[src/verilog/hru_pkg.sv]
// shared constants for the harmonic result update control block
package hru_pkg;

    // ==========================================
    // register offsets (word index on the plain register port)
    localparam logic [7:0] OFS_HARM_CFG = 8'h00;
    localparam logic [7:0] OFS_CONFIG = 8'h01;
    localparam logic [7:0] OFS_STATUS_REG_0 = 8'h02;
    localparam logic [7:0] OFS_IRQ_MASK_REG_0 = 8'h03;
    localparam logic [7:0] OFS_IDX_FIRST = 8'h04;
    localparam logic [7:0] OFS_IDX_SECOND = 8'h05;
    localparam logic [7:0] OFS_IDX_THIRD = 8'h06;
    localparam logic [7:0] OFS_MODE = 8'h07;
    localparam logic [7:0] OFS_BURST = 8'h08;
    localparam logic [7:0] OFS_RES_BASE = 8'h10;

    // ==========================================
    // field positions and reset values
    localparam int RATE_LSB = 5;
    localparam int SETTLE_LSB = 3;
    localparam int RWS_BIT = 0;
    localparam int PIN_SEL_BIT = 2;
    localparam int FLAG_BIT = 19;
    localparam int NEUTRAL_BIT = 0;
    localparam logic [7:0] HARM_CFG_RST = 8'h08;
    localparam logic [2:0] RATE_OFF = 3'h7;
    localparam logic [5:0] IDX_RST = 6'h01;
    localparam logic [5:0] IDX_FUND = 6'h01;

    // ==========================================
    // result slots: 0-5 slot rms, 6-11 slot distortion, 12-13 thdn, 14-19 fundamental
    localparam int NUM_RES = 20;
    localparam int RES_W = 24;
    localparam int RES_HD_BASE = 6;
    localparam int RES_THDN_BASE = 12;
    localparam int RES_FUND_BASE = 14;
    localparam logic [23:0] RATIO_UNITY = 24'h1F_FFFF;
    localparam logic [23:0] SAT_MAX = 24'h7F_FFFF;
    localparam logic [23:0] SAT_MIN = 24'h80_0000;

    // ==========================================
    // timing
    localparam int CLK_HZ = 250_000_000;
    localparam int CLK_PERIOD_NS = 4;
    localparam int SAMPLE_HZ = 8000;
    localparam int TICK_CYCLES_DEF = CLK_HZ / SAMPLE_HZ;
    localparam int PULSE_NS = 10000;
    localparam int PULSE_CYCLES = PULSE_NS / CLK_PERIOD_NS;
    localparam int SAMPLE_US = 125;
    localparam int SETTLE_W = 14;

    typedef logic [SETTLE_W-1:0] hru_ticks_t;

    // refresh period in sample ticks for each rate code
    function automatic hru_ticks_t hru_period_ticks(input logic [2:0] sel);
        int us;
        case (sel)
            3'h0: us = 125;
            3'h1: us = 250;
            3'h2: us = 1000;
            3'h3: us = 16000;
            3'h4: us = 128000;
            3'h5: us = 512000;
            default: us = 1024000;
        endcase
        return hru_ticks_t'(us / SAMPLE_US);
    endfunction

    // settle wait in sample ticks for each settle code
    function automatic hru_ticks_t hru_settle_ticks(input logic [1:0] sel);
        int ms;
        case (sel)
            2'h0: ms = 500;
            2'h1: ms = 750;
            2'h2: ms = 1000;
            default: ms = 1250;
        endcase
        return hru_ticks_t'(ms * (SAMPLE_HZ / 1000));
    endfunction

endpackage

[src/verilog/hru_result_ctrl.sv]
// harmonic result publishing: refresh timing, ready flag, ready pulse and result registers
//
// Functional notes
// - engine sample tick at 8 kHz, independent of the refresh rate
// - rate field bits 7:5 picks refresh period, 125 us up to 1.024 s
// - rate code 111 switches all harmonic calculation off
// - without ready_without_settle, first flag only after settle wait, then every refresh
// - settle field bits 4:3 picks 500, 750, 1000 or 1250 ms
// - with ready_without_settle, flag at every refresh from the start
// - masked-in flag drives interrupt output low
// - writing one to the flag bit clears it and releases interrupt
// - config bit 2 selects ready pulse or second frequency output on shared pin
// - ready pulse idles high, goes low about 10 us per refresh
// - ready pulse coincides with result register refresh in both modes
// - thdn ratios are 3.21 signed, clamped at +3.9999
// - slot distortions are 3.21 signed, saturated at positive maximum
// - power factor and power results each held in 24-bit signed registers
// - neutral mode refreshes only harmonic rms related results
// - three six-bit index registers, 1 is fundamental, host keeps them at 63 or below
// - neutral mode: current slots hold neutral rms, voltage slots sum rms
// - neutral mode with first index 1: slots b,c relative, slot a reads unity
// - neutral mode: neutral distortion to current slots, sum to voltage slots
// - default settle wait matches typical 750 ms settling after configuration
// - burst port returns all result registers in sequence
//
// Added by the designer: strobed register access and the register offsets.
`timescale 1ns/1ps
module hru_result_ctrl #(
    parameter int TICK_CYCLES = hru_pkg::TICK_CYCLES_DEF, // clock cycles per 8 kHz sample
    parameter int RAW_W = 28                              // width of engine ratio outputs
) (
    input wire logic mclk,                                      // 250 MHz clock
    input wire logic srst,                                      // synchronous reset, high
    input wire logic [7:0] regAddr,                             // register word index
    input wire logic [31:0] regWdata,                           // write data
    input wire logic regWr,                                     // write strobe
    input wire logic regRd,                                     // read strobe
    output logic [31:0] regRdata,                               // read data, cycle after read
    input wire logic [6*hru_pkg::RES_W-1:0] engRms,             // slot rms a_i,a_v,b_i,b_v,c_i,c_v
    input wire logic [6*RAW_W-1:0] engHd,                       // slot distortion ratios, same order
    input wire logic [2*RAW_W-1:0] engThdn,                     // thdn ratios v (low), i (high)
    input wire logic [6*hru_pkg::RES_W-1:0] engFund,            // fund irms,vrms,pf,watt,var,va
    input wire logic freqOutTwo,                                // second frequency converter output
    output logic harmonicIrqN,                                  // interrupt, active low
    output logic sharedPin,                                     // ready pulse or frequency output
    output logic calcEnable,                                    // engine running
    output logic sampleTick,                                    // 8 kHz engine strobe
    output logic neutralMode,                                   // neutral and sum monitored
    output logic [5:0] firstIdx,                                // first harmonic index
    output logic [5:0] secondIdx,                               // second harmonic index
    output logic [5:0] thirdIdx                                 // third harmonic index
);
    import hru_pkg::*;

    localparam int TICK_W = $clog2(TICK_CYCLES);
    localparam int PULSE_W = $clog2(PULSE_CYCLES + 1);

    initial begin
        if (TICK_CYCLES < 16) begin
            $error("hru_result_ctrl: TICK_CYCLES must be at least 16");
        end
        if (RAW_W < RES_W) begin
            $error("hru_result_ctrl: RAW_W must be at least 24");
        end
    end

    // ==========================================
    // registers
    logic [7:0] harmCfg_r;
    logic pinSel_r;
    logic flag_r;
    logic maskFlag_r;
    logic [5:0] idxFirst_r;
    logic [5:0] idxSecond_r;
    logic [5:0] idxThird_r;
    logic neutral_r;
    logic [TICK_W-1:0] tickCnt_r;
    logic tick_r;
    hru_ticks_t perCnt_r;
    hru_ticks_t settleCnt_r;
    logic [PULSE_W-1:0] pulseCnt_r;
    logic [4:0] burstPtr_r;
    logic [31:0] rdata_r;
    logic irqN_r;
    logic pin_r;
    logic [RES_W-1:0] res_r [NUM_RES];

    logic [2:0] rateSel;
    logic [1:0] settleSel;
    logic rwsBit;
    logic calcOn;
    logic restart;
    logic periodEnd;
    logic publish;
    logic settled;
    logic flagClr;
    logic idxIsFund;
    logic calcNxt;
    hru_ticks_t perTicks;
    hru_ticks_t settleTicks;
    logic [RES_W-1:0] newVal [NUM_RES];
    logic wrEn [NUM_RES];

    assign rateSel = harmCfg_r[RATE_LSB +: 3];
    assign settleSel = harmCfg_r[SETTLE_LSB +: 2];
    assign rwsBit = harmCfg_r[RWS_BIT];
    assign calcOn = (rateSel != RATE_OFF);
    assign perTicks = hru_period_ticks(rateSel);
    assign settleTicks = hru_settle_ticks(settleSel);
    assign idxIsFund = (idxFirst_r == IDX_FUND);
    // enable as it will stand after this edge, so no tick slips out as calc switches off
    assign calcNxt = (regWr && regAddr == OFS_HARM_CFG) ? (regWdata[RATE_LSB +: 3] != RATE_OFF) : calcOn;

    // new configuration or indices restart settling and the refresh period
    assign restart = regWr && (regAddr == OFS_HARM_CFG || regAddr == OFS_IDX_FIRST ||
                               regAddr == OFS_IDX_SECOND || regAddr == OFS_IDX_THIRD);
    assign flagClr = regWr && (regAddr == OFS_STATUS_REG_0) && regWdata[FLAG_BIT];

    // ==========================================
    // software-written configuration
    always_ff @(posedge mclk) begin
        if (srst) begin
            harmCfg_r <= HARM_CFG_RST;
            pinSel_r <= 1'b0;
            maskFlag_r <= 1'b0;
            neutral_r <= 1'b0;
        end else if (regWr) begin
            case (regAddr)
                OFS_HARM_CFG: harmCfg_r <= regWdata[7:0];
                OFS_CONFIG: pinSel_r <= regWdata[PIN_SEL_BIT];
                OFS_IRQ_MASK_REG_0: maskFlag_r <= regWdata[FLAG_BIT];
                OFS_MODE: neutral_r <= regWdata[NEUTRAL_BIT];
                default: ;
            endcase
        end
    end

    // index registers; only six bits exist, so nothing above 63 can be held
    always_ff @(posedge mclk) begin
        if (srst) begin
            idxFirst_r <= IDX_RST;
            idxSecond_r <= IDX_RST;
            idxThird_r <= IDX_RST;
        end else if (regWr) begin
            case (regAddr)
                OFS_IDX_FIRST: idxFirst_r <= regWdata[5:0];
                OFS_IDX_SECOND: idxSecond_r <= regWdata[5:0];
                OFS_IDX_THIRD: idxThird_r <= regWdata[5:0];
                default: ;
            endcase
        end
    end

    // ==========================================
    // fixed 8 kHz engine tick, free of the refresh rate
    always_ff @(posedge mclk) begin
        if (srst) begin
            tickCnt_r <= '0;
            tick_r <= 1'b0;
        end else if (tickCnt_r == TICK_W'(TICK_CYCLES - 1)) begin
            tickCnt_r <= '0;
            tick_r <= calcNxt;
        end else begin
            tickCnt_r <= tickCnt_r + 1'b1;
            tick_r <= 1'b0;
        end
    end

    // ==========================================
    // refresh period counter, in sample ticks
    assign periodEnd = (perCnt_r == perTicks - 1'b1);
    assign publish = tick_r && calcOn && periodEnd;

    always_ff @(posedge mclk) begin
        if (srst || !calcOn || restart) begin
            perCnt_r <= '0;
        end else if (tick_r) begin
            perCnt_r <= periodEnd ? '0 : perCnt_r + 1'b1;
        end
    end

    // settle wait; default code gives the typical settling time
    assign settled = (settleCnt_r >= settleTicks);

    always_ff @(posedge mclk) begin
        if (srst || !calcOn || restart) begin
            settleCnt_r <= '0;
        end else if (tick_r && !settled) begin
            settleCnt_r <= settleCnt_r + 1'b1;
        end
    end

    // ==========================================
    // ready flag: sticky, a set in the clearing cycle wins
    always_ff @(posedge mclk) begin
        if (srst) begin
            flag_r <= 1'b0;
        end else if (publish && (rwsBit || settled)) begin
            flag_r <= 1'b1;
        end else if (flagClr) begin
            flag_r <= 1'b0;
        end
    end

    // interrupt follows the flag one cycle later
    always_ff @(posedge mclk) begin
        if (srst) begin
            irqN_r <= 1'b1;
        end else begin
            irqN_r <= !(flag_r && maskFlag_r);
        end
    end

    // ==========================================
    // ready pulse, launched by the same strobe that loads the results
    always_ff @(posedge mclk) begin
        if (srst) begin
            pulseCnt_r <= '0;
        end else if (publish) begin
            pulseCnt_r <= PULSE_W'(PULSE_CYCLES);
        end else if (pulseCnt_r != '0) begin
            pulseCnt_r <= pulseCnt_r - 1'b1;
        end
    end

    // pin mux; the converter output is same-clock logic, so no synchroniser
    always_ff @(posedge mclk) begin
        if (srst) begin
            pin_r <= 1'b1;
        end else if (pinSel_r) begin
            pin_r <= (pulseCnt_r == '0);
        end else begin
            pin_r <= freqOutTwo;
        end
    end

    // ==========================================
    // next result values and their write enables per slot
    genvar gi;
    generate
        for (gi = 0; gi < NUM_RES; gi++) begin : g_slot
            if (gi < RES_HD_BASE) begin : g_rms
                // neutral mode: current slots neutral, voltage slots the phase sum
                assign newVal[gi] = engRms[gi*RES_W +: RES_W];
                assign wrEn[gi] = 1'b1;
            end else if (gi < RES_THDN_BASE) begin : g_hd
                logic [RES_W-1:0] sat;
                hru_sat_clamp #(.IN_W(RAW_W)) u_clamp (
                    .rawIn(engHd[(gi-RES_HD_BASE)*RAW_W +: RAW_W]),
                    .satOut(sat)
                );
                if (gi < RES_HD_BASE + 2) begin : g_first
                    // fundamental against itself reads 1F_FFFF, one LSB short of one in 3.21
                    assign newVal[gi] = (neutral_r && idxIsFund) ? RATIO_UNITY : sat;
                end else begin : g_other
                    assign newVal[gi] = sat;
                end
                // without index 1 there is no fundamental to divide by
                assign wrEn[gi] = !neutral_r || idxIsFund;
            end else if (gi < RES_FUND_BASE) begin : g_thdn
                hru_sat_clamp #(.IN_W(RAW_W)) u_clamp (
                    .rawIn(engThdn[(gi-RES_THDN_BASE)*RAW_W +: RAW_W]),
                    .satOut(newVal[gi])
                );
                assign wrEn[gi] = !neutral_r;
            end else begin : g_fund
                assign newVal[gi] = engFund[(gi-RES_FUND_BASE)*RES_W +: RES_W];
                assign wrEn[gi] = !neutral_r;
            end

            // result register load on each refresh
            always_ff @(posedge mclk) begin
                if (srst) begin
                    res_r[gi] <= '0;
                end else if (publish && wrEn[gi]) begin
                    res_r[gi] <= newVal[gi];
                end
            end
        end
    endgenerate

    // ==========================================
    // burst pointer: rewinds at each refresh, so a read train after the
    // pulse edge gets one coherent result set
    always_ff @(posedge mclk) begin
        if (srst || publish || (regWr && regAddr == OFS_BURST)) begin
            burstPtr_r <= '0;
        end else if (regRd && regAddr == OFS_BURST) begin
            burstPtr_r <= (burstPtr_r == 5'(NUM_RES - 1)) ? '0 : burstPtr_r + 1'b1;
        end
    end

    // register read; data stand one cycle only, unmapped reads give zero
    always_ff @(posedge mclk) begin
        if (srst || !regRd) begin
            rdata_r <= '0;
        end else if (regAddr >= OFS_RES_BASE && regAddr < OFS_RES_BASE + 8'(NUM_RES)) begin
            rdata_r <= {{8{res_r[5'(regAddr - OFS_RES_BASE)][RES_W-1]}}, res_r[5'(regAddr - OFS_RES_BASE)]};
        end else begin
            case (regAddr)
                OFS_HARM_CFG: rdata_r <= {24'h00_0000, harmCfg_r};
                OFS_CONFIG: rdata_r <= 32'(pinSel_r) << PIN_SEL_BIT;
                OFS_STATUS_REG_0: rdata_r <= 32'(flag_r) << FLAG_BIT;
                OFS_IRQ_MASK_REG_0: rdata_r <= 32'(maskFlag_r) << FLAG_BIT;
                OFS_IDX_FIRST: rdata_r <= {26'h000_0000, idxFirst_r};
                OFS_IDX_SECOND: rdata_r <= {26'h000_0000, idxSecond_r};
                OFS_IDX_THIRD: rdata_r <= {26'h000_0000, idxThird_r};
                OFS_MODE: rdata_r <= {31'h0000_0000, neutral_r};
                OFS_BURST: rdata_r <= {{8{res_r[burstPtr_r][RES_W-1]}}, res_r[burstPtr_r]};
                default: rdata_r <= '0;
            endcase
        end
    end

    // ==========================================
    // outputs, all from flops except calcEnable, which is decoded from the rate field
    assign regRdata = rdata_r;
    assign harmonicIrqN = irqN_r;
    assign sharedPin = pin_r;
    assign calcEnable = calcOn;
    assign sampleTick = tick_r;
    assign neutralMode = neutral_r;
    assign firstIdx = idxFirst_r;
    assign secondIdx = idxSecond_r;
    assign thirdIdx = idxThird_r;

    // ==========================================
    // checks
    chk_flag_sticky: assert property (@(posedge mclk) disable iff (srst)
        flag_r && !flagClr |=> flag_r)
        else $error("ready flag dropped without a clear");

    chk_flag_clear: assert property (@(posedge mclk) disable iff (srst)
        flagClr && !publish |=> !flag_r ##1 harmonicIrqN)
        else $error("flag clear did not clear flag and release interrupt");

    chk_set_wins: assert property (@(posedge mclk) disable iff (srst)
        publish && rwsBit |=> flag_r)
        else $error("refresh did not set flag in no-settle mode");

    chk_no_early_flag: assert property (@(posedge mclk) disable iff (srst)
        publish && !rwsBit && !settled && !flag_r |=> !flag_r)
        else $error("flag set before settle wait elapsed");

    chk_irq_level: assert property (@(posedge mclk) disable iff (srst)
        flag_r && maskFlag_r |=> !harmonicIrqN)
        else $error("masked-in flag did not pull interrupt low");

    chk_pulse_width: assert property (@(posedge mclk) disable iff (srst)
        publish && pinSel_r && !regWr |=> ##1 (!sharedPin)[*8])
        else $error("ready pulse not held low");

    chk_calc_off: assert property (@(posedge mclk) disable iff (srst)
        !calcOn |-> !publish && !sampleTick ##1 !publish)
        else $error("refresh while calculations disabled");

    chk_period_gap: assert property (@(posedge mclk) disable iff (srst)
        publish |=> !publish[*8])
        else $error("refreshes closer than one sample period");

    chk_unity_slot: assert property (@(posedge mclk) disable iff (srst)
        publish && neutral_r && idxIsFund |=> res_r[RES_HD_BASE] == RATIO_UNITY)
        else $error("first slot distortion not unity in neutral mode");

    chk_fund_hold: assert property (@(posedge mclk) disable iff (srst)
        publish && neutral_r |=> $stable(res_r[RES_FUND_BASE]) && $stable(res_r[RES_THDN_BASE]))
        else $error("non-rms result changed in neutral mode");

endmodule

[src/verilog/hru_sat_clamp.sv]
// saturating clamp of a wide signed ratio into 24-bit 3.21 format
`timescale 1ns/1ps
module hru_sat_clamp #(
    parameter int IN_W = 28
) (
    input wire logic signed [IN_W-1:0] rawIn, // engine ratio, x.21 signed
    output logic [hru_pkg::RES_W-1:0] satOut  // clamped 3.21 value
);
    import hru_pkg::*;

    initial begin
        if (IN_W < RES_W) begin
            $error("hru_sat_clamp: IN_W must be at least 24");
        end
    end

    localparam logic signed [IN_W-1:0] MAX_W = IN_W'(signed'(SAT_MAX));
    localparam logic signed [IN_W-1:0] MIN_W = IN_W'(signed'(SAT_MIN));

    // ==========================================
    // clamp; negative side saturates too so the sign never flips
    always_comb begin
        if (rawIn > MAX_W) begin
            satOut = SAT_MAX;
        end else if (rawIn < MIN_W) begin
            satOut = SAT_MIN;
        end else begin
            satOut = rawIn[RES_W-1:0];
        end
    end

endmodule
[config.mk]
export PLATFORM = sky130hd
export DESIGN_NAME = hru_result_ctrl
export DESIGN_NICKNAME = d
export VERILOG_FILES = /design/src/verilog/hru_pkg.sv /design/src/verilog/hru_result_ctrl.sv /design/src/verilog/hru_sat_clamp.sv
export SDC_FILE = /design/constraint.sdc
export NUM_CORES = 1
export LEC_CHECK = 0
export BUFFER_PORTS_ARGS = -buffer_cell sky130_fd_sc_hd__buf_2
export CAP_MARGIN = 20
export CELL_PAD_IN_SITES_DETAIL_PLACEMENT = 1
export CELL_PAD_IN_SITES_GLOBAL_PLACEMENT = 2
export CORE_ASPECT_RATIO = 1.2
export CORE_UTILIZATION = 42
export DETAILED_ROUTE_END_ITERATION = 6
export GPL_TIMING_DRIVEN = 0
export PLACE_DENSITY_LB_ADDON = 0.1
export RECOVER_POWER = 50
export SYNTH_ARGS = -nofsm -noshare
export SYNTH_HDL_FRONTEND = slang
export SYNTH_HIERARCHICAL = 1
export SYNTH_SLANG_ARGS = --single-unit
[constraint.sdc]
create_clock -name mclk -period 46 [get_ports mclk]
set_input_delay 9.2 -clock mclk [delete_from_list [all_inputs] [get_ports mclk]]
set_output_delay 9.2 -clock mclk [all_outputs]
set_load 0.05 [all_outputs]
# After elaboration in Yosys (flattened, before gate mapping)
# Memories as Yosys holds them, arrays and structs flattened. A register that Yosys moved wholly into a read port is not among the register bits.
# Index checks and enable logic that the tools add are counted.
[op_classes]
bitwise = 21
n_addsub = 7
reduce_logical = 47
n_mux = 63
magnitude_cmp = 19
n_div = 1
n_eq_ne = 21
[op_table]
columns = ["cell", "n"]
rows = [
  ["$mux W24", 38],
  ["$pmux W32 S9", 1],
  ["$gt A28 B24 Y1 const B", 8],
  ["$lt A28 B24 Y1 const B", 8],
  ["$pmux W20 S6", 1],
  ["$pmux W11 S3", 1],
  ["$div A32 B8 Y32 const B", 1],
  ["$eq A8 B3 Y1 const B", 4],
  ["$mux W32", 1],
  ["$add A14 B1 Y14 const B", 2],
  ["$mux W12", 2],
  ["$or A1 B1 Y1", 20],
  ["$eq A8 B2 Y1 const B", 2],
  ["$add A15 B1 Y15 const B", 1],
  ["$eq A15 B15 Y1 const B", 1],
  ["$logic_and A1 B1 Y1", 15],
  ["$mux W1", 15],
  ["$mux W5", 3],
  ["$eq A14 B14 Y1", 1],
  ["$ge A14 B14 Y1", 1],
  ["$mux W14", 1],
  ["$reduce_and A2 Y1", 7],
  ["$sub A14 B1 Y14 const B", 1],
  ["$logic_not A12 Y1", 1],
  ["other kinds (24)", 43],
]
[word_totals]
mem_count = 1
mem_bits_rw = 480
ff_bits = 125
[memory_table]
columns = ["memory", "words", "word_bits", "rd", "rd_ports_with_merged_regs", "write_ports", "line_no", "source"]
rows = [
  ["res_r", 20, 24, 2, 1, 20, "hru_result_ctrl.sv:86", "logic [RES_W-1:0] res_r [NUM_RES];"],
]

# Depth between registers and ports, before layout
# Gate-level depths: netlist (run 1).
[logic_depth]
ltp_word = 11
ltp_mapped = 30
mapped_depth_nobuf = 21

# Hierarchy
# Netlist (run 1), hierarchy kept.
[by_module_without_submodules]
columns = ["module", "area_each_um2", "cells_each", "seq_area_each_um2", "instances"]
rows = [
  ["hru_result_ctrl", 32728.9, 2301, 16856.2, 1],
  ["hru_sat_clamp", 666.9, 87, 0.0, 8],
]

# Worst setup path after synthesis (run 1)
# Ideal clock, no wire load.
[synth_timing]
path_type = "register to register"
from = "reg harmCfg_r[6]"
to = "mem res_r[12][0] (enable)"
slack_ps = 26906
setup_ps = 1009
required_ps = 44991
period_less_slack_ps = 19094
arrival_time_ps = 18085
stages_incl_launch_ff = 29
cell_sequence = "dfxtp_1 -> buf_2 -> buf_4 -> buf_2 -> nand2_1 -> inv_1 -> ha_1 -> buf_2 -> buf_2 -> buf_1 -> nor2_1 -> a21oi_1 -> o22a_1 -> o21ai_0 -> ha_1 -> a21boi_1 -> o21ai_1 -> and2_4 -> nand4_1 -> o21ai_0 -> ha_1 -> a22oi_1 -> o21ai_0 -> o221ai_1 -> a21o_1 -> a22oi_1 -> or3_1 -> clkbuf_1 -> o21ai_0"
[synth_rtl]
columns = ["element", "line_no", "source"]
rows = [
  ["start: declaration", "hru_result_ctrl.sv:69", "logic [7:0] harmCfg_r;"],
  ["start signal: assignment", "hru_result_ctrl.sv:129", "OFS_HARM_CFG: harmCfg_r <= regWdata[7:0];"],
  ["end: declaration", "hru_result_ctrl.sv:86", ""],
]

==> results of run 1 <==
[registers in the layout, indices dropped and copies added (netlist names), 5 cells and up, named ones only]
signal and flops:
pulseCnt_r 12, tickCnt_r 15, burstPtr_r 5, harmCfg_r 8, firstIdx 6, perCnt_r 14, settleCnt_r 14, secondIdx 6
regRdata 24, res_r 480, thirdIdx 6
[Yosys cell counts (6+ instances only)]
cell	count	area (µm²)
nor3b_1	68	510
and2_1	148	926
and3_1	105	657
nor3_1	31	155
nor4_1	7	43.8
a31oi_1	7	43.8
buf_1	34	128
or2_2	6	37.5
nand2b_1	7	43.8
edfxtp_1	480	14400
nor2b_2	9	78.8
xnor2_1	31	272
nand2_1	64	240
buf_2	120	601
o22a_1	16	140
a21oi_1	46	230
dfxtp_1	122	2440
mux4_2	289	6510
clkbuf_1	152	571
xor2_1	24	210
nor3b_2	136	1700
nand4_1	194	1210
o21ai_0	73	365
nand3_1	37	185
nor2_1	330	1240
inv_1	29	109
mux2i_1	77	771
a221oi_2	160	2400
buf_6	30	338
nor3_2	8	80.1
ha_1	23	288
a221oi_1	31	272
nor2b_1	6	37.5
buf_4	11	82.6
[worst max-delay path, stage by stage]
cell      delay, ns
clkbuf_1       0.45
inv_1          0.12
clkbuf_1       0.41
o21ai_0        0.32
clkbuf_1       1.21
clkbuf_1       1.28
clkbuf_1       1.30
buf_12         0.32
buf_12         0.23
buf_12         0.24
[routing by layer]
layer  vias up  track usage  share of wire  routed length [µm]
met1     16134        0.446           0.38               62200
met3       328       0.0604          0.085               13700
met4        28        0.163          0.053                8520
li1      13225            -              -                   -
met5         -            0         0.0011                 185
met2      1691        0.571           0.48               77300
[worst max path at each step]
stage | to | slack (ns) | cells after the start
2_1_floorplan | res_r[12][0] | 26.91 | 28
3_3_place_gp | res_r[13][6] | 19.59 | 28
3_5_place_dp | regRdata[0] | 32.52 | 9
4_1_cts | regRdata[0] | 33.18 | 9
5_1_grt | res_r[14][3] | 30.88 | 10
6_report | res_r[15][10] | 31.20 | 10
[power breakdown]
part | switching (mW) | leakage, nW | total [mW] | internal, mW
clock network | 0.242 | 1.04 | 0.542 | 0.300
registers | 0.0125 | 6.14 | 0.614 | 0.601
logic | 0.109 | 8.98 | 0.183 | 0.0733
total | 0.364 | 16.2 | 1.34 | 0.975
[layout make-up]
cell class	count	area, µm²	area share
diodes	17	42.5	0.000964
plain buffers	347	1600	0.0363
clock buffers	93	1870	0.0423
clock inverters	26	269	0.00610
inverters	29	109	0.00247
multi-input cells	2019	18900	0.428
flip-flops and latches	602	16900	0.382
well taps	1159	1450	0.0329
repair buffers	595	3060	0.0694
[logic make-up (layout without fill, tap and decap cells)]
logic type      Yosys count  count (layout)  synth area share
other cells               0              17                 0
compound gates          384             384             0.102
flops                   602             602             0.443
xor+xnor                 55              55            0.0127
buf+inv                 376            1090            0.0480
mux                     369             369             0.192
fa+ha+maj                23              23           0.00756
simple gates           1188            1188             0.195
[metrics by stage]
step           area [µm²]  setup WS (ns)  cells  power, mW  hold slack, ns
2_1_floorplan       38100          26.91   2997      0.728           0.379
3_3_place_gp        42400          19.59   4729      0.807           0.414
3_5_place_dp        42800          32.52   4747      0.806           0.424
4_1_cts             44900          33.18   4866       1.34           0.445
5_1_grt             44100          30.88   4879       1.37           0.468
6_report            44100          31.20   4887       1.34           0.441
==> impl_metrics.yaml, run 1 <==
run_status:
  outcome: "complete, but fails checks"
  violations: "max-capacitance violations, max-slew violations"
floorplan:
  die_h_um: 332
  dieArea_um2: 91800
  die_x_um: 277
  ios: 612
  rows: 120
  fp.coreArea_um2: 89500
  initial_core_util: 0.425
synthesis:
  ys_seq_area_frac: 0.443
  synth_edf_count: 480
  ys_warn_count: 6
  synth_seq_cells: 602
  async_reset_ff_frac: 0
  synth_area_per_cell_um2: 12.7
  netlist-cell-type-count: 77
  syn_inst: 2997
  syn_nets: 3577
  synth_area_um2: 38100
  synth_top_flop_cell: "edfxtp_1"
grt:
  grt_use_total: 0.347
  grt_max_degree: 68
  grt.overflow.total: 0
  grt_pass1_vias: 32191
  grt_pass1_wl_um: 230000
  antenna_found_initial: 40
clock_network:
  clockBufferDepth: 3
  insertion_delay_ns: 0.65
  cts_buffers: 67
  cts-root-buf: "clkbuf_16"
  h-tree-depth: 3
  cts_tree: "built"
  path_clk_slew_ns: 0.06
  ctsResizeCount: 0
  postCtsSetupBuffers: 0
  hold_buffers: 0
  cts_sinks: 602
critical_path:
  worstPathArrival_ns: 15.13
  required_ns: 46.33
  r2r-start: "harmCfg_r[6]"
  critPathCaptureType: "flop"
  critical_path_class: "in2reg"
  cp-start-kind: "primary input"
  r2r_end: "res_r[15][10]"
  timing.reg2reg.setup_slack_ns: 34.30
  crit_fanout: 32
  cp-startpoint: "srst"
  reg2regPathDepth: 34
power:
  leakagePower_nw: 16.2
  p_per_area_nw_per_um2: 30.3
  ir_drop_mv: 0.0239
sta:
  relSlewSlack: -0.295
  finClkSkew_ns: 0.0310
  fin_setup_tns_ns: 0
  rsz0062_at_grt: "no"
  finalSetupViolations: 0
  hold_viol_final: 0
  timing.fmax_ghz: 0.0676
  worst_pin_slew_ns: 1.93
  period_needed_ns: 14.80
  slew_viol_final: 237
  post-route-period-util: 0.322
route:
  drt-initial-drc-count: 3091
  vias: 31406
  drc_errors: 0
  wire_per_inst_um: 33.1
  drt_wl_total_um: 162000
  viasPerCell: 6.43
  postRouteAntennaNets: 0
  first_pass_iters: 5
cells_and_area:
  layout_commonest_cell: "buf_2"
  syn_to_final_growth_pct: 15.9
  final_cell_mix: "buf_2, edfxtp_1, nor2_1"
  final_util: 0.493
  drive_above_1_share: 0.348
  layout.nets: 4241
  nFillCells: 9484
min_path:
  hold_depth: 1
  hp-class: "reg2reg"
  min_to: "harmonicIrqN"
  holdCritStartpoint: "flag_r"
placed_design:
  hpwl_um: 130000
  gp_congestion: 0.957
  port_buffers: 573
job:
  maxCapViolations: 10
Power figures use the tool's default switching activity.
==> run 2, diff against run 1 <==
Settings changed: ABC_AREA set to 1, CORE_UTILIZATION 42 to 30.
Clock period 46 ns to 11.9 ns, I/O delays scaled along.
==> run 2 against run 1 <==
The run still ends with max-capacitance violations, max-slew violations left; critical path type unchanged; cell count rose by 35%; combinational power rose to 3.9 times the previous value; via count rose by 11%; register-to-register slack got worse by 30 ns; first-iteration DRC count rose by 7.1%.
==> impl_metrics.yaml, run 2 <==
run_status:
  outcome: "complete, but fails checks"
  violations: "max-capacitance violations, max-slew violations"
synthesis:
  netlist-cell-type-count: 55
  synth_area_per_cell_um2: 8.11
  synth.top_cells.by_count: "nor2_1, nand2_1, inv_1"
  synth_top_area_share: 0.410
  yosysMostFrequentCell: "nor2_1"
  synthTopCellsByArea: "edfxtp_1, nor2_1, nand2_1"
  async_reset_ff_frac: 0
  ys_warn_count: 6
  synth_seq_cells: 602
  syn_nets: 4914
  syn_inst: 4334
  synth_top_flop_cell: "edfxtp_1"
  synth_area_um2: 35200
  post-synth-top-area-cell: "edfxtp_1"
  ys_seq_area_frac: 0.480
  synth_edf_count: 480
cells_and_area:
  final_cell_mix: "nor2_1, nand2_1, inv_1"
  layout.nets: 5596
  fin_cells: 6601
  drive_above_1_share: 0.171
  nFillCells: 14305
  largest-register: "res_r"
  layout_commonest_cell: "nor2_1"
  syn_to_final_growth_pct: 20.4
  largest_reg_flops: 480
  final_util: 0.364
clock_network:
  clockBufferDepth: 3
  cts_sinks: 602
  cts_tree: "built"
  ctsResizeCount: 0
  insertion_delay_ns: 0.69
  h-tree-depth: 3
  cts-root-buf: "clkbuf_16"
  hold_buffers: 0
  path_clk_slew_ns: 0.06
  postCtsSetupBuffers: 0
  cts_buffers: 70
critical_path:
  timing.reg2reg.setup_slack_ns: 4.65
  critPathCaptureType: "flop"
  cp-startpoint: "regAddr[2]"
  required_ns: 12.44
  slowest_delay_ns: 1.23
  worstPathArrival_ns: 8.17
  slowest_stage: "o2111ai_1"
  crit_fanout: 10
  cp-start-kind: "primary input"
  r2r-start: "harmCfg_r[6]"
  crit_top_cell: "inv_1"
  critical_path_class: "in2reg"
  worstPathCellList: "clkbuf_1 -> clkbuf_1 -> inv_1 -> nor2_1 -> inv_1 -> nor3_1 -> nor2_1 -> o2111ai_1 -> inv_1 -> nand2_1 -> buf_2 -> nor3_1"
power:
  cellInternalPower_mw: 3.78
  p_comb_frac: 0.133
  power.switching_mw: 1.54
  power_mw: 5.32
  leakagePower_nw: 18.6
  swShare: 0.289
  pwr-share-clk: 0.403
  ir_drop_mv: 0.0999
  p_seq_frac: 0.464
  p_per_area_nw_per_um2: 126
route:
  drt-initial-drc-count: 3312
  vias: 34850
  wire_per_inst_um: 29.7
  drc_errors: 0
  postRouteAntennaNets: 0
  first_pass_iters: 6
  viasPerCell: 5.28
  drt_wl_total_um: 196000
floorplan:
  die_x_um: 314
  rows: 137
  fp.coreArea_um2: 116000
  die_h_um: 377
  initial_core_util: 0.302
  dieArea_um2: 119000
  ios: 612
sta:
  timing.fmax_ghz: 0.131
  period_needed_ns: 7.63
  hold_viol_final: 0
  setup_ws_ns: 4.27
  finClkSkew_ns: 0.0233
  relSlewSlack: -0.0600
  worst_pin_slew_ns: 1.59
  post-route-period-util: 0.641
  rsz0062_at_grt: "no"
  slew_viol_final: 31
  fin_setup_tns_ns: 0
  finalSetupViolations: 0
placed_design:
  placedCellCount: 6470
  port_buffers: 587
  hpwl_um: 158000
  place_ws_ns: 4.41
  gp_congestion: 1.02
min_path:
  hp-class: "reg2reg"
  holdCritStartpoint: "flag_r"
grt:
  grt_max_degree: 73
  grt_pass1_wl_um: 266000
  grt_pass1_vias: 35526
  grt_use_total: 0.324
  antenna_found_initial: 13
  grt.overflow.total: 0
job:
  maxCapViolations: 4
==> run 2: critical path: cells and delay by family <==
family	cells	cell delay, ns
AOI/OAI and AO/OA	1	1.23
buffers and inverters	6	2.60
and+or+nand+nor	5	1.92
==> run 2: power groups by stage <==
stage / combinational [mW] / sequential, mW / clock [mW]
floorplan: 0.350 / 2.47 / 0
global placement: 0.678 / 2.53 / 0
detailed placement: 0.697 / 2.51 / 0
CTS: 0.700 / 2.47 / 2.17
global route: 0.758 / 2.47 / 2.24
finish: 0.707 / 2.47 / 2.14
==> run 2: layer usage <==
metal  GRT usage  vias up  share of wire
met2       0.548     1548           0.48
li1            -    15677              -
met1       0.388    17161           0.39
met3      0.0481      454          0.065
met4       0.190       10          0.063
met5           0        -        0.00033
==> run 2: stage by stage <==
step | hold WS [ns] | area (µm²)
finish | 0.426 | 42300
global route | 0.447 | 42300
CTS | 0.428 | 42600
detailed placement | 0.414 | 40400
global placement | 0.414 | 40000
floorplan | 0.396 | 35200
==> run 2: cells by family (layout without fill, tap and decap cells) <==
family | Yosys count | after routing | synth area share
AO/OA/AOI/OAI | 850 | 850 | 0.150
XOR/XNOR | 27 | 27 | 0.00673
adder cells (fa/ha/maj) | 23 | 23 | 0.00819
buffers and inverters | 984 | 1717 | 0.120
flip-flops | 602 | 602 | 0.480
multiplexers | 1 | 1 | 0.000285
other | 0 | 5 | 0
AND/OR/NAND/NOR | 1847 | 1847 | 0.236
==> run 2: area by class of cell <==
class / instances / area, µm² / area share
inverters: 703 / 2640 / 0.0624
multi-input cells: 2748 / 14100 / 0.332
diodes: 5 / 12.5 / 0.000296
clock buffers: 90 / 1910 / 0.0452
well taps: 1529 / 1910 / 0.0452
clock inverters: 33 / 253 / 0.00597
repair buffers: 610 / 3300 / 0.0781
flip-flops and latches: 602 / 16900 / 0.398
plain buffers: 281 / 1370 / 0.0323
==> run 2: path summary, 6_finish.rpt <==
kind / endpoint / cells past startpoint
setup reg to reg: res_r[13][3] / 42
setup / recovery: perCnt_r[2] / 12
hold / removal: harmonicIrqN / 1
hold reg to reg: harmonicIrqN / 1
